### src/verilog/bmsl_pkg.sv
// package: constants and types for the boot mode serial loader
package bmsl_pkg;
  localparam int          CLK_MHZ          = 250;
  localparam logic [21:0] ADDR_FLASH_ENTRY = 22'h3F7FF6;
  localparam logic [21:0] ADDR_RAM_ENTRY   = 22'h3F8000;
  localparam logic [21:0] ADDR_OTP_ENTRY   = 22'h3D7800;
  localparam logic [7:0]  CHAR_LOWER_A     = 8'h61;
  localparam logic [7:0]  CHAR_UPPER_A     = 8'h41;
  localparam logic [7:0]  CHAR_YES         = 8'h79;
  localparam logic [15:0] CSUM_ERASED      = 16'h0000;
  localparam logic [15:0] CSUM_EXPECTED_DEF = 16'h0000;
  localparam int          BIT_CNT_W        = 20;
  localparam logic [3:0]  DATA_BITS        = 4'h8;
  localparam int          RESP_W           = 4;
  localparam logic [3:0]  RESP_CSUM_LO     = 4'h1;
  localparam logic [3:0]  RESP_CSUM_HI     = 4'h2;
  localparam logic [3:0]  RESP_ERASE_DONE  = 4'h3;
  localparam logic [3:0]  RESP_MATCH       = 4'h4;
  localparam logic [3:0]  RESP_MISMATCH    = 4'h5;
  localparam logic [3:0]  RESP_UNLOCK_FAIL = 4'h6;
  localparam logic [3:0]  RESP_ALREADY_OK  = 4'h7;

  typedef enum logic [2:0] {
    BOOT_FLASH    = 3'b000,
    BOOT_SPI      = 3'b001,
    BOOT_SERIAL   = 3'b010,
    BOOT_RAM      = 3'b011,
    BOOT_OTP      = 3'b100,
    BOOT_PARALLEL = 3'b101
  } bmsl_boot_type;

  typedef struct packed {
    logic        valid;
    bmsl_boot_type mode;
    logic        jump;
    logic [21:0] addr;
  } bmsl_boot_sel_type;

  typedef struct packed {
    logic        done;
    logic        unlock_fail;
    logic        erase_done;
    logic [15:0] csum;
  } bmsl_flash_stat_type;
endpackage : bmsl_pkg

### src/verilog/bmsl_loader.sv
// boot strap decode and serial loader link engine
// What this block does
// - sample four straps once, choose path
// - first strap high: jump to flash entry
// - first strap pulled up, others not
// - low,high: start SPI EEPROM loader
// - low,low,high,high: start serial loader
// - low,low,high,low: jump to on-chip RAM
// - low,low,low,high: jump to OTP entry
// - all low: start parallel port loader
// - jump paths load no external code
// - 8 data bits, no parity, one stop
// - autobaud on letter a sets bit rate
// - echo autobaud character after lock
// - echo every kernel byte received
// - relock bit rate after clock raise
// - send flash checksum low byte, zero means erased
// - expected checksum ends sequence early
// - erase uninterrupted, then report done
// - program, checksum, compare, report match or mismatch
// - report unlock failure, stop programming
// - only binary byte stream accepted
`timescale 1ns/100ps
module bmsl_loader
  import bmsl_pkg::*;
#(
  parameter logic [15:0] CSUM_EXPECTED = CSUM_EXPECTED_DEF
) (
  input  wire logic                mclk_i,
  input  wire logic                rst_n_i,
  input  wire logic                clk_en_i,
  input  wire logic [3:0]          boot_strap_i,
  output logic [3:0]               strap_pullup_o,
  output bmsl_boot_sel_type        boot_sel_o,
  input  wire logic                serial_rx_i,
  output logic                     serial_tx_pin_o,
  output logic                     serial_tx_oe_o,
  output logic [7:0]               rx_data_o,
  output logic                     rx_valid_o,
  input  wire logic                kernel_done_i,
  input  wire logic                relock_i,
  input  wire bmsl_flash_stat_type flash_stat_i,
  input  wire logic                prog_done_i,
  output logic                     erase_req_o,
  output logic                     prog_start_o,
  output logic                     seq_end_o
);
  typedef enum logic [3:0] {
    ST_IDLE     = 4'b0000,
    ST_BAUD     = 4'b0001,
    ST_KERNEL   = 4'b0010,
    ST_WAIT_CS  = 4'b0011,
    ST_PROMPT   = 4'b0100,
    ST_ERASE    = 4'b0101,
    ST_IMAGE    = 4'b0110,
    ST_VERIFY   = 4'b0111,
    ST_END      = 4'b1000,
    ST_RELOCK   = 4'b1001
  } bmsl_state_type;

  bmsl_state_type         state;
  logic                   sampled;
  logic                   serial_mode;
  bmsl_boot_sel_type      strap_dec;
  // receiver
  logic [1:0]             rx_sync;
  logic                   rx_prev;
  logic [BIT_CNT_W-1:0]   bit_cycles;
  logic [BIT_CNT_W-1:0]   meas_cnt;
  logic                   locked;
  logic                   measuring;
  logic                   rx_busy;
  logic [BIT_CNT_W-1:0]   rx_cnt;
  logic [3:0]             rx_bit;
  logic [7:0]             rx_shift;
  logic                   rx_done;
  // transmitter
  logic                   tx_busy;
  logic [BIT_CNT_W-1:0]   tx_cnt;
  logic [3:0]             tx_bit;
  logic [9:0]             tx_shift;
  logic                   tx_req;
  logic [7:0]             tx_byte;
  logic                   rx_line;

  function automatic bmsl_boot_sel_type decode_straps(input logic [3:0] s);
    bmsl_boot_sel_type r;
    r = '{valid: 1'b1, mode: BOOT_PARALLEL, jump: 1'b0, addr: 22'h000000};
    if (s[0]) begin
      r.mode = BOOT_FLASH; r.jump = 1'b1; r.addr = ADDR_FLASH_ENTRY;
    end else if (s[1]) begin
      r.mode = BOOT_SPI;
    end else if (s[2] && s[3]) begin
      r.mode = BOOT_SERIAL;
    end else if (s[2]) begin
      r.mode = BOOT_RAM; r.jump = 1'b1; r.addr = ADDR_RAM_ENTRY;
    end else if (s[3]) begin
      r.mode = BOOT_OTP; r.jump = 1'b1; r.addr = ADDR_OTP_ENTRY;
    end
    return r;
  endfunction : decode_straps

  function automatic logic is_autobaud(input logic [7:0] c);
    return (c == CHAR_LOWER_A) || (c == CHAR_UPPER_A);
  endfunction : is_autobaud

  assign strap_pullup_o = 4'h1;
  assign serial_tx_oe_o = serial_mode;
  assign rx_line        = rx_sync[1];
  assign strap_dec      = decode_straps(boot_strap_i);

  // the bit timer must span one and a half bit times of the slowest host
  if (BIT_CNT_W < 8) begin : g_bad_width
    $error("bit counter too narrow");
  end

  // straps sampled once after reset release; later toggles are ignored
  always_ff @(posedge mclk_i) begin
    if (!rst_n_i) begin
      sampled     <= 1'b0;
      serial_mode <= 1'b0;
      boot_sel_o  <= '{valid: 1'b0, mode: BOOT_FLASH, jump: 1'b0, addr: 22'h000000};
    end else if (clk_en_i && !sampled) begin
      sampled     <= 1'b1;
      boot_sel_o  <= strap_dec;
      // only the serial path ever drives the transmit pin
      serial_mode <= (strap_dec.mode == BOOT_SERIAL);
    end
  end

  always_ff @(posedge mclk_i) begin
    if (!rst_n_i) begin
      rx_sync <= 2'b11;
      rx_prev <= 1'b1;
    end else if (clk_en_i) begin
      rx_sync <= {rx_sync[0], serial_rx_i};
      rx_prev <= rx_line;
    end
  end

  // autobaud: 'a'/'A' start bit plus data bit 0 (high) gives one low bit
  // then a high bit; measure the low run as one bit time
  always_ff @(posedge mclk_i) begin
    if (!rst_n_i) begin
      locked     <= 1'b0;
      measuring  <= 1'b0;
      meas_cnt   <= '0;
      bit_cycles <= '0;
    end else if (clk_en_i) begin
      if (!serial_mode || state == ST_IDLE) begin
        locked <= 1'b0;
      end else if (relock_i) begin
        locked <= 1'b0;
      end else if (!locked) begin
        // only a start bit opens a measurement; low runs inside a byte
        // (four bits long in 'a') would otherwise spoil the bit time
        if (!measuring && !rx_busy && rx_prev && !rx_line) begin
          measuring <= 1'b1;
          meas_cnt  <= BIT_CNT_W'(1);
        end else if (measuring && rx_line) begin
          measuring  <= 1'b0;
          bit_cycles <= meas_cnt;
        end else if (measuring) begin
          meas_cnt <= meas_cnt + BIT_CNT_W'(1);
        end
        if (rx_done && is_autobaud(rx_shift)) begin
          locked <= 1'b1;
        end
      end
    end
  end

  // receiver: 8N1 (the first char before lock runs on measured time)
  always_ff @(posedge mclk_i) begin
    if (!rst_n_i) begin
      rx_busy  <= 1'b0;
      rx_cnt   <= '0;
      rx_bit   <= '0;
      rx_shift <= '0;
      rx_done  <= 1'b0;
    end else if (clk_en_i) begin
      rx_done <= 1'b0;
      if (!rx_busy) begin
        if (serial_mode && rx_prev && !rx_line) begin
          rx_busy <= 1'b1;
          rx_bit  <= 4'h0;
          rx_cnt  <= '0;
        end
      end else if (bit_cycles == '0) begin
        // first frame ever: count on until the measured bit time lands
        rx_cnt <= rx_cnt + BIT_CNT_W'(1);
      end else if (rx_cnt == ((rx_bit == 4'h0) ? (bit_cycles + (bit_cycles >> 1))
                                                : bit_cycles) - BIT_CNT_W'(1)) begin
        rx_cnt <= '0;
        if (rx_bit == DATA_BITS) begin
          rx_busy <= 1'b0;
          rx_done <= rx_line;                                           // framing error drops
        end else begin
          rx_shift <= {rx_line, rx_shift[7:1]};
          rx_bit   <= rx_bit + 4'h1;
        end
      end else begin
        rx_cnt <= rx_cnt + BIT_CNT_W'(1);
      end
    end
  end

  assign rx_data_o  = rx_shift;
  assign rx_valid_o = rx_done && locked && (state != ST_BAUD);

  // sequencer
  always_ff @(posedge mclk_i) begin
    if (!rst_n_i) begin
      state        <= ST_IDLE;
      tx_req       <= 1'b0;
      tx_byte      <= '0;
      erase_req_o  <= 1'b0;
      prog_start_o <= 1'b0;
      seq_end_o    <= 1'b0;
    end else if (clk_en_i) begin
      tx_req       <= 1'b0;
      prog_start_o <= 1'b0;
      unique case (state)
        ST_IDLE: if (sampled && serial_mode) state <= ST_BAUD;
        ST_BAUD: if (!locked && rx_done && is_autobaud(rx_shift)) begin
          tx_req  <= 1'b1;
          tx_byte <= rx_shift;
          state   <= ST_KERNEL;
        end
        ST_KERNEL: begin
          if (rx_done && locked) begin
            tx_req  <= 1'b1;
            tx_byte <= rx_shift;
          end
          if (kernel_done_i) state <= ST_RELOCK;
        end
        // a failed unlock is reported at once; otherwise the checksum is
        // held back until the host has relocked at the raised clock, as
        // the old bit time no longer matches once the clock has changed
        ST_RELOCK: begin
          if (flash_stat_i.unlock_fail) begin
            if (!tx_busy && !tx_req) begin
              tx_req  <= 1'b1;
              tx_byte <= {4'h0, RESP_UNLOCK_FAIL};
              state   <= ST_END;
            end
          end else if (!locked && rx_done && is_autobaud(rx_shift)) begin
            tx_req  <= 1'b1;
            tx_byte <= rx_shift;
            state   <= ST_WAIT_CS;
          end
        end
        ST_WAIT_CS: begin
          if (locked && flash_stat_i.done && !tx_busy && !tx_req) begin
            tx_req  <= 1'b1;
            tx_byte <= flash_stat_i.csum[7:0];
            if (flash_stat_i.csum == CSUM_EXPECTED) begin
              state <= ST_END;
            end else if (flash_stat_i.csum == CSUM_ERASED) begin
              state <= ST_IMAGE;
              prog_start_o <= 1'b1;
            end else begin
              state <= ST_PROMPT;
            end
          end
        end
        ST_PROMPT: if (rx_done && locked) begin
          if (rx_shift == CHAR_YES) begin
            erase_req_o <= 1'b1;
            state       <= ST_ERASE;
          end
        end
        ST_ERASE: if (flash_stat_i.erase_done) begin
          erase_req_o  <= 1'b0;
          tx_req       <= 1'b1;
          tx_byte      <= {4'h0, RESP_ERASE_DONE};
          prog_start_o <= 1'b1;
          state        <= ST_IMAGE;
        end
        ST_IMAGE: if (prog_done_i) state <= ST_VERIFY;
        ST_VERIFY: if (flash_stat_i.done && !tx_busy && !tx_req) begin
          tx_req  <= 1'b1;
          tx_byte <= (flash_stat_i.csum == CSUM_EXPECTED) ? {4'h0, RESP_MATCH}
                                                          : {4'h0, RESP_MISMATCH};
          state   <= ST_END;
        end
        ST_END: seq_end_o <= 1'b1;
        default: state <= ST_IDLE;
      endcase
    end
  end

  // transmitter, 8N1 at the locked bit time
  // one byte in flight only: a request seen while busy is lost, so an
  // echo keeps pace only with a host that leaves at least one idle cycle after each stop bit
  always_ff @(posedge mclk_i) begin
    if (!rst_n_i) begin
      tx_busy         <= 1'b0;
      tx_cnt          <= '0;
      tx_bit          <= '0;
      tx_shift        <= 10'h3FF;
      serial_tx_pin_o <= 1'b1;
    end else if (clk_en_i) begin
      if (!tx_busy) begin
        serial_tx_pin_o <= 1'b1;
        if (tx_req) begin
          tx_busy  <= 1'b1;
          tx_shift <= {1'b1, tx_byte, 1'b0};
          tx_cnt   <= '0;
          tx_bit   <= '0;
        end
      end else begin
        serial_tx_pin_o <= tx_shift[0];
        if (tx_cnt == bit_cycles - BIT_CNT_W'(1)) begin
          tx_cnt   <= '0;
          tx_shift <= {1'b1, tx_shift[9:1]};
          tx_bit   <= tx_bit + 4'h1;
          if (tx_bit == 4'h9) tx_busy <= 1'b0;
        end else begin
          tx_cnt <= tx_cnt + BIT_CNT_W'(1);
        end
      end
    end
  end
endmodule : bmsl_loader

### config.mk
export PLATFORM = sky130hd
export DESIGN_NAME = bmsl_loader
export DESIGN_NICKNAME = d
export VERILOG_FILES = /design/src/verilog/bmsl_pkg.sv /design/src/verilog/bmsl_loader.sv
export SDC_FILE = /design/constraint.sdc
export NUM_CORES = 1
export LEC_CHECK = 0
export ABC_AREA = 0
export BUFFER_PORTS_ARGS = -buffer_cell sky130_fd_sc_hd__buf_2
export CAP_MARGIN = 25
export CORE_ASPECT_RATIO = 0.75
export CORE_MARGIN = 10
export CORE_UTILIZATION = 45
export DETAILED_ROUTE_END_ITERATION = 8
export GPL_TIMING_DRIVEN = 1
export SLEW_MARGIN = 25
export SYNTH_ARGS = -nofsm -noshare
export SYNTH_HDL_FRONTEND = slang
export SYNTH_SLANG_ARGS = --single-unit
export TNS_END_PERCENT = 1
### constraint.sdc
create_clock -name mclk_i -period 5.8 [get_ports mclk_i]
set_input_delay 1.16 -clock mclk_i [delete_from_list [all_inputs] [get_ports mclk_i]]
set_output_delay 1.16 -clock mclk_i [all_outputs]
set_load 0.005 [all_outputs]
==> out/metrics.csv <==
stage;metric;value;unit
critical_path;path_cells;inv_1 > ha_1 > o211ai_1 > or3_1 > a21oi_1 > nor4_2 > and3_1 > o21ai_2 > o31a_1 > nor4_2 > nand4_2 > nor4_4 > mux2i_1 > nor2b_1;
critical_path;cp_max_fo;9;
grt;grt_max_degree;36;
timing;relSlewSlack;42.1;%
floorplanning;die_w;190;um
routing;firstDrtPassIters;5;
timing;rsz0062_at_grt;no;
job;drv_cap;0;
routing;drt_iter0_drc;848;
routing;vias;8633;
cts;cts_tree;done;
pwr;vdd_drop_max;0.000200;V
pwr;p_per_area;202;nW/um^2
critical_path;worst-path-buf-inv;1;
grt;overflow;0;
floorplanning;die_area;28100;sq um
timing;finalCriticalPeriod;4.74;ns
timing;hold_violations;0;
critical_path;crit_type;flop to flop;
cts;htree_levels;4;
hold_path;min_path_type;flop to flop;
logic_synthesis;synthTopCellsByArea;dfxtp_1 29%, ha_1 6.6%, nand2_1 6.2%;
place;place_area;10100;sq um
routing;routedWlPerCell;16.7;um
place;place_congestion;0.920;
pwr;p_leak;4.17;nW
layout;design_area;10700;sq um
timing;tns;0;ns
routing;via_per_inst;5.51;
cts;cts_buffer_depth;2;
timing;skew;0.00815;ns
logic_synthesis;syn_inst;1248;
critical_path;path_common_cell;nor4_2;
cts;postCtsSetupRepairBufs;0;
cts;worstSkewPairLatency;0.43;ns
grt;grt_usage;18.5;%
place;dp_hpwl;20100;um
cts;cts.sinks;140;
floorplanning;start_util;46.0;%
cts;clk_pin_slew_worst_paths;0.06;ns
timing;slew_viol_final;0;
routing;wl;26300;um
critical_path;arrival;5.05;ns
cts;ctsHoldBuffers;0;
cts;post_cts_resized;0;
timing;worst_pin_slew;0.866;ns
timing;setup_viol;0;
logic_synthesis;avgSynthCellArea;7.85;sq um
floorplanning;die-height;148;um
critical_path;critical-path-top-delay-family;simple AND/OR/NAND/NOR gates;
cts;cts_buffers;17;
critical_path;critPathCaptureType;flop;
pwr;power;2.17;mW
logic_synthesis;yosysWarnings;0;
floorplanning;core;21300;sq um
place;io_buffers;68;
cts;clk_root_buffer_cell;clkbuf_16;
logic_synthesis;synth_top_area_share;28.6;%
logic_synthesis;yosys.area.top_type;dfxtp_1;
layout;syn_to_final_growth;9.35;%
logic_synthesis;synth_edf_count;0;
grt;antenna_found_initial;0;
layout;final_util;50.3;%
critical_path;worst_setup_path_start_kind;flop;
logic_synthesis;synth-async-reset-ratio;0;%
floorplanning;boundaryPins;75;
logic_synthesis;ys_types;85;
grt;grt_pass1_vias;7915;
run_status;status;finished clean;
floorplanning;placement_rows;46;
layout;n_antenna_cell;0;
critical_path;slowest_stage;nor4_4;
logic_synthesis;netlist_area;9800;sq um
critical_path;critPathRequiredTime;6.12;ns
layout;drive_gt1_share;9.84;%
timing;clock.fmax;211;MHz
logic_synthesis;ys_ff_latch;140;
logic_synthesis;seq_area_frac_synth;28.6;%
routing;drc_errors;0;
layout;nFillCells;2123;
timing;final.period_utilization;81.6;%
routing;drtAntennaViolNets;0;
critical_path;max_stage_delay;0.78;ns
layout;nets;1350;
grt;grt_pass1_wl;42900;um
logic_synthesis;synth_ff_type;dfxtp_1;
## sequential cells by signal, indices dropped and copies added, names as in the netlist, 2 cells and up
register,count
tx_byte,8
tx_bit,4
tx_cnt,20
bit_cycles,20
rx_sync,2
rx_data_o,8
meas_cnt,20
tx_shift,9
rx_bit,4
state,4
rx_cnt,20
boot_sel_o,8
## synth_stat cells, types with 7 or more instances
cell type	instances
nand3b_1	8
o211ai_1	16
nor4_1	11
a21boi_0	35
or3_1	13
o31ai_1	7
nor2_1	131
nand2_1	162
a21oi_1	42
o21ai_0	41
nor3_1	26
buf_4	23
nand3_1	45
nand2b_1	11
clkbuf_1	41
o21a_1	8
mux2i_1	23
a31oi_1	19
a22oi_1	8
and3_1	24
and2_1	19
dfxtp_1	140
inv_1	45
nor2b_1	27
nand4_1	35
xor2_1	53
and4_1	7
xnor2_1	59
ha_1	52
## cell usage in the layout, fill, tap and decap left out, types with 6 or more instances in the layout
master and count:
xor2_1 53, nor4_1 11, conb_1 6, o31ai_1 7, clkbuf_16 17, ha_1 52, a21boi_0 35, nand3_1 45
a22oi_1 8, a31oi_1 19, nand3b_1 8, and3_1 24, o211ai_1 16, a21o_1 6, o21ai_0 41, dfxtp_1 140
nor2_1 131, nor2b_1 27, inv_1 45, nand4_1 35, a21oi_1 42, xnor2_1 59, o21a_1 8, and2_1 19
mux2i_1 23, nor3_1 26, nand2_1 162, or3_1 13, nand2b_1 11, and4_1 7, buf_2 68
## power breakdown
part	total, mW	switching, mW	internal, mW
combinational	0.104	0.0624	0.0419
sequential	0.991	0.0178	0.973
clock	1.07	0.437	0.635
## stage by stage
stage / worst slack [ns] / instances / hold slack, ns
floorplan: 1.67 / 1252 / 0.431
global placement: 1.27 / 1536 / 0.447
detailed placement: 1.16 / 1536 / 0.451
CTS: 1.13 / 1568 / 0.465
global route: 0.655 / 1568 / 0.501
finish: 1.06 / 1568 / 0.462
## metal layers
| layer | wire length, um | up-vias | track usage (%) |
|---|---|---|---|
| met5 | 0 | - | 0 |
| met2 | 9690 | 233 | 23.5 |
| met3 | 1650 | 17 | 4.11 |
| li1 | - | 4417 | - |
| met1 | 14700 | 3966 | 29.7 |
| met4 | 235 | 0 | 3.69 |
## cells by family (layout without fill, tap and decap cells)
kind of cell             Yosys count  in the layout  synth area share (%)
AND/OR/NAND/NOR                  540            540                  27.4
AO/OA/AOI/OAI                    253            253                  18.3
flip-flops                       140            140                  28.6
buffers and inverters            122            150                  5.86
XOR/XNOR                         114            114                  10.5
adder cells (fa/ha/maj)           53             53                  6.85
multiplexers                      24             24                  2.47
other                              2              6                0.0767
## worst min-delay path, stage by stage (launching register included)
cell	delay, ns
dfxtp_1	0.32
nand2_1	0.05
nand3_1	0.06
## final timing paths
path                       from            to  slack, ns  cells past startpoint
setup / recovery  bit_cycles[2]  rx_data_o[3]       1.06                     14
hold / removal      tx_shift[0]   tx_shift[0]       0.46                      2
setup reg to reg  bit_cycles[2]  rx_data_o[3]       1.06                     14
hold reg to reg     tx_shift[0]   tx_shift[0]       0.46                      2
## area by class of cell
| type | instances | area [sq um] | area share [%] |
|---|---|---|---|
| Tap cell | 288 | 360 | 3.36 |
| Clock inverter | 13 | 139 | 1.30 |
| Multi-Input combinational cell | 990 | 6430 | 60.1 |
| Inverter | 46 | 173 | 1.61 |
| Sequential cell | 140 | 2800 | 26.2 |
| Timing Repair Buffer | 72 | 370 | 3.46 |
| Clock buffer | 19 | 433 | 4.04 |
Note: power is estimated with default switching activity, not from simulation.
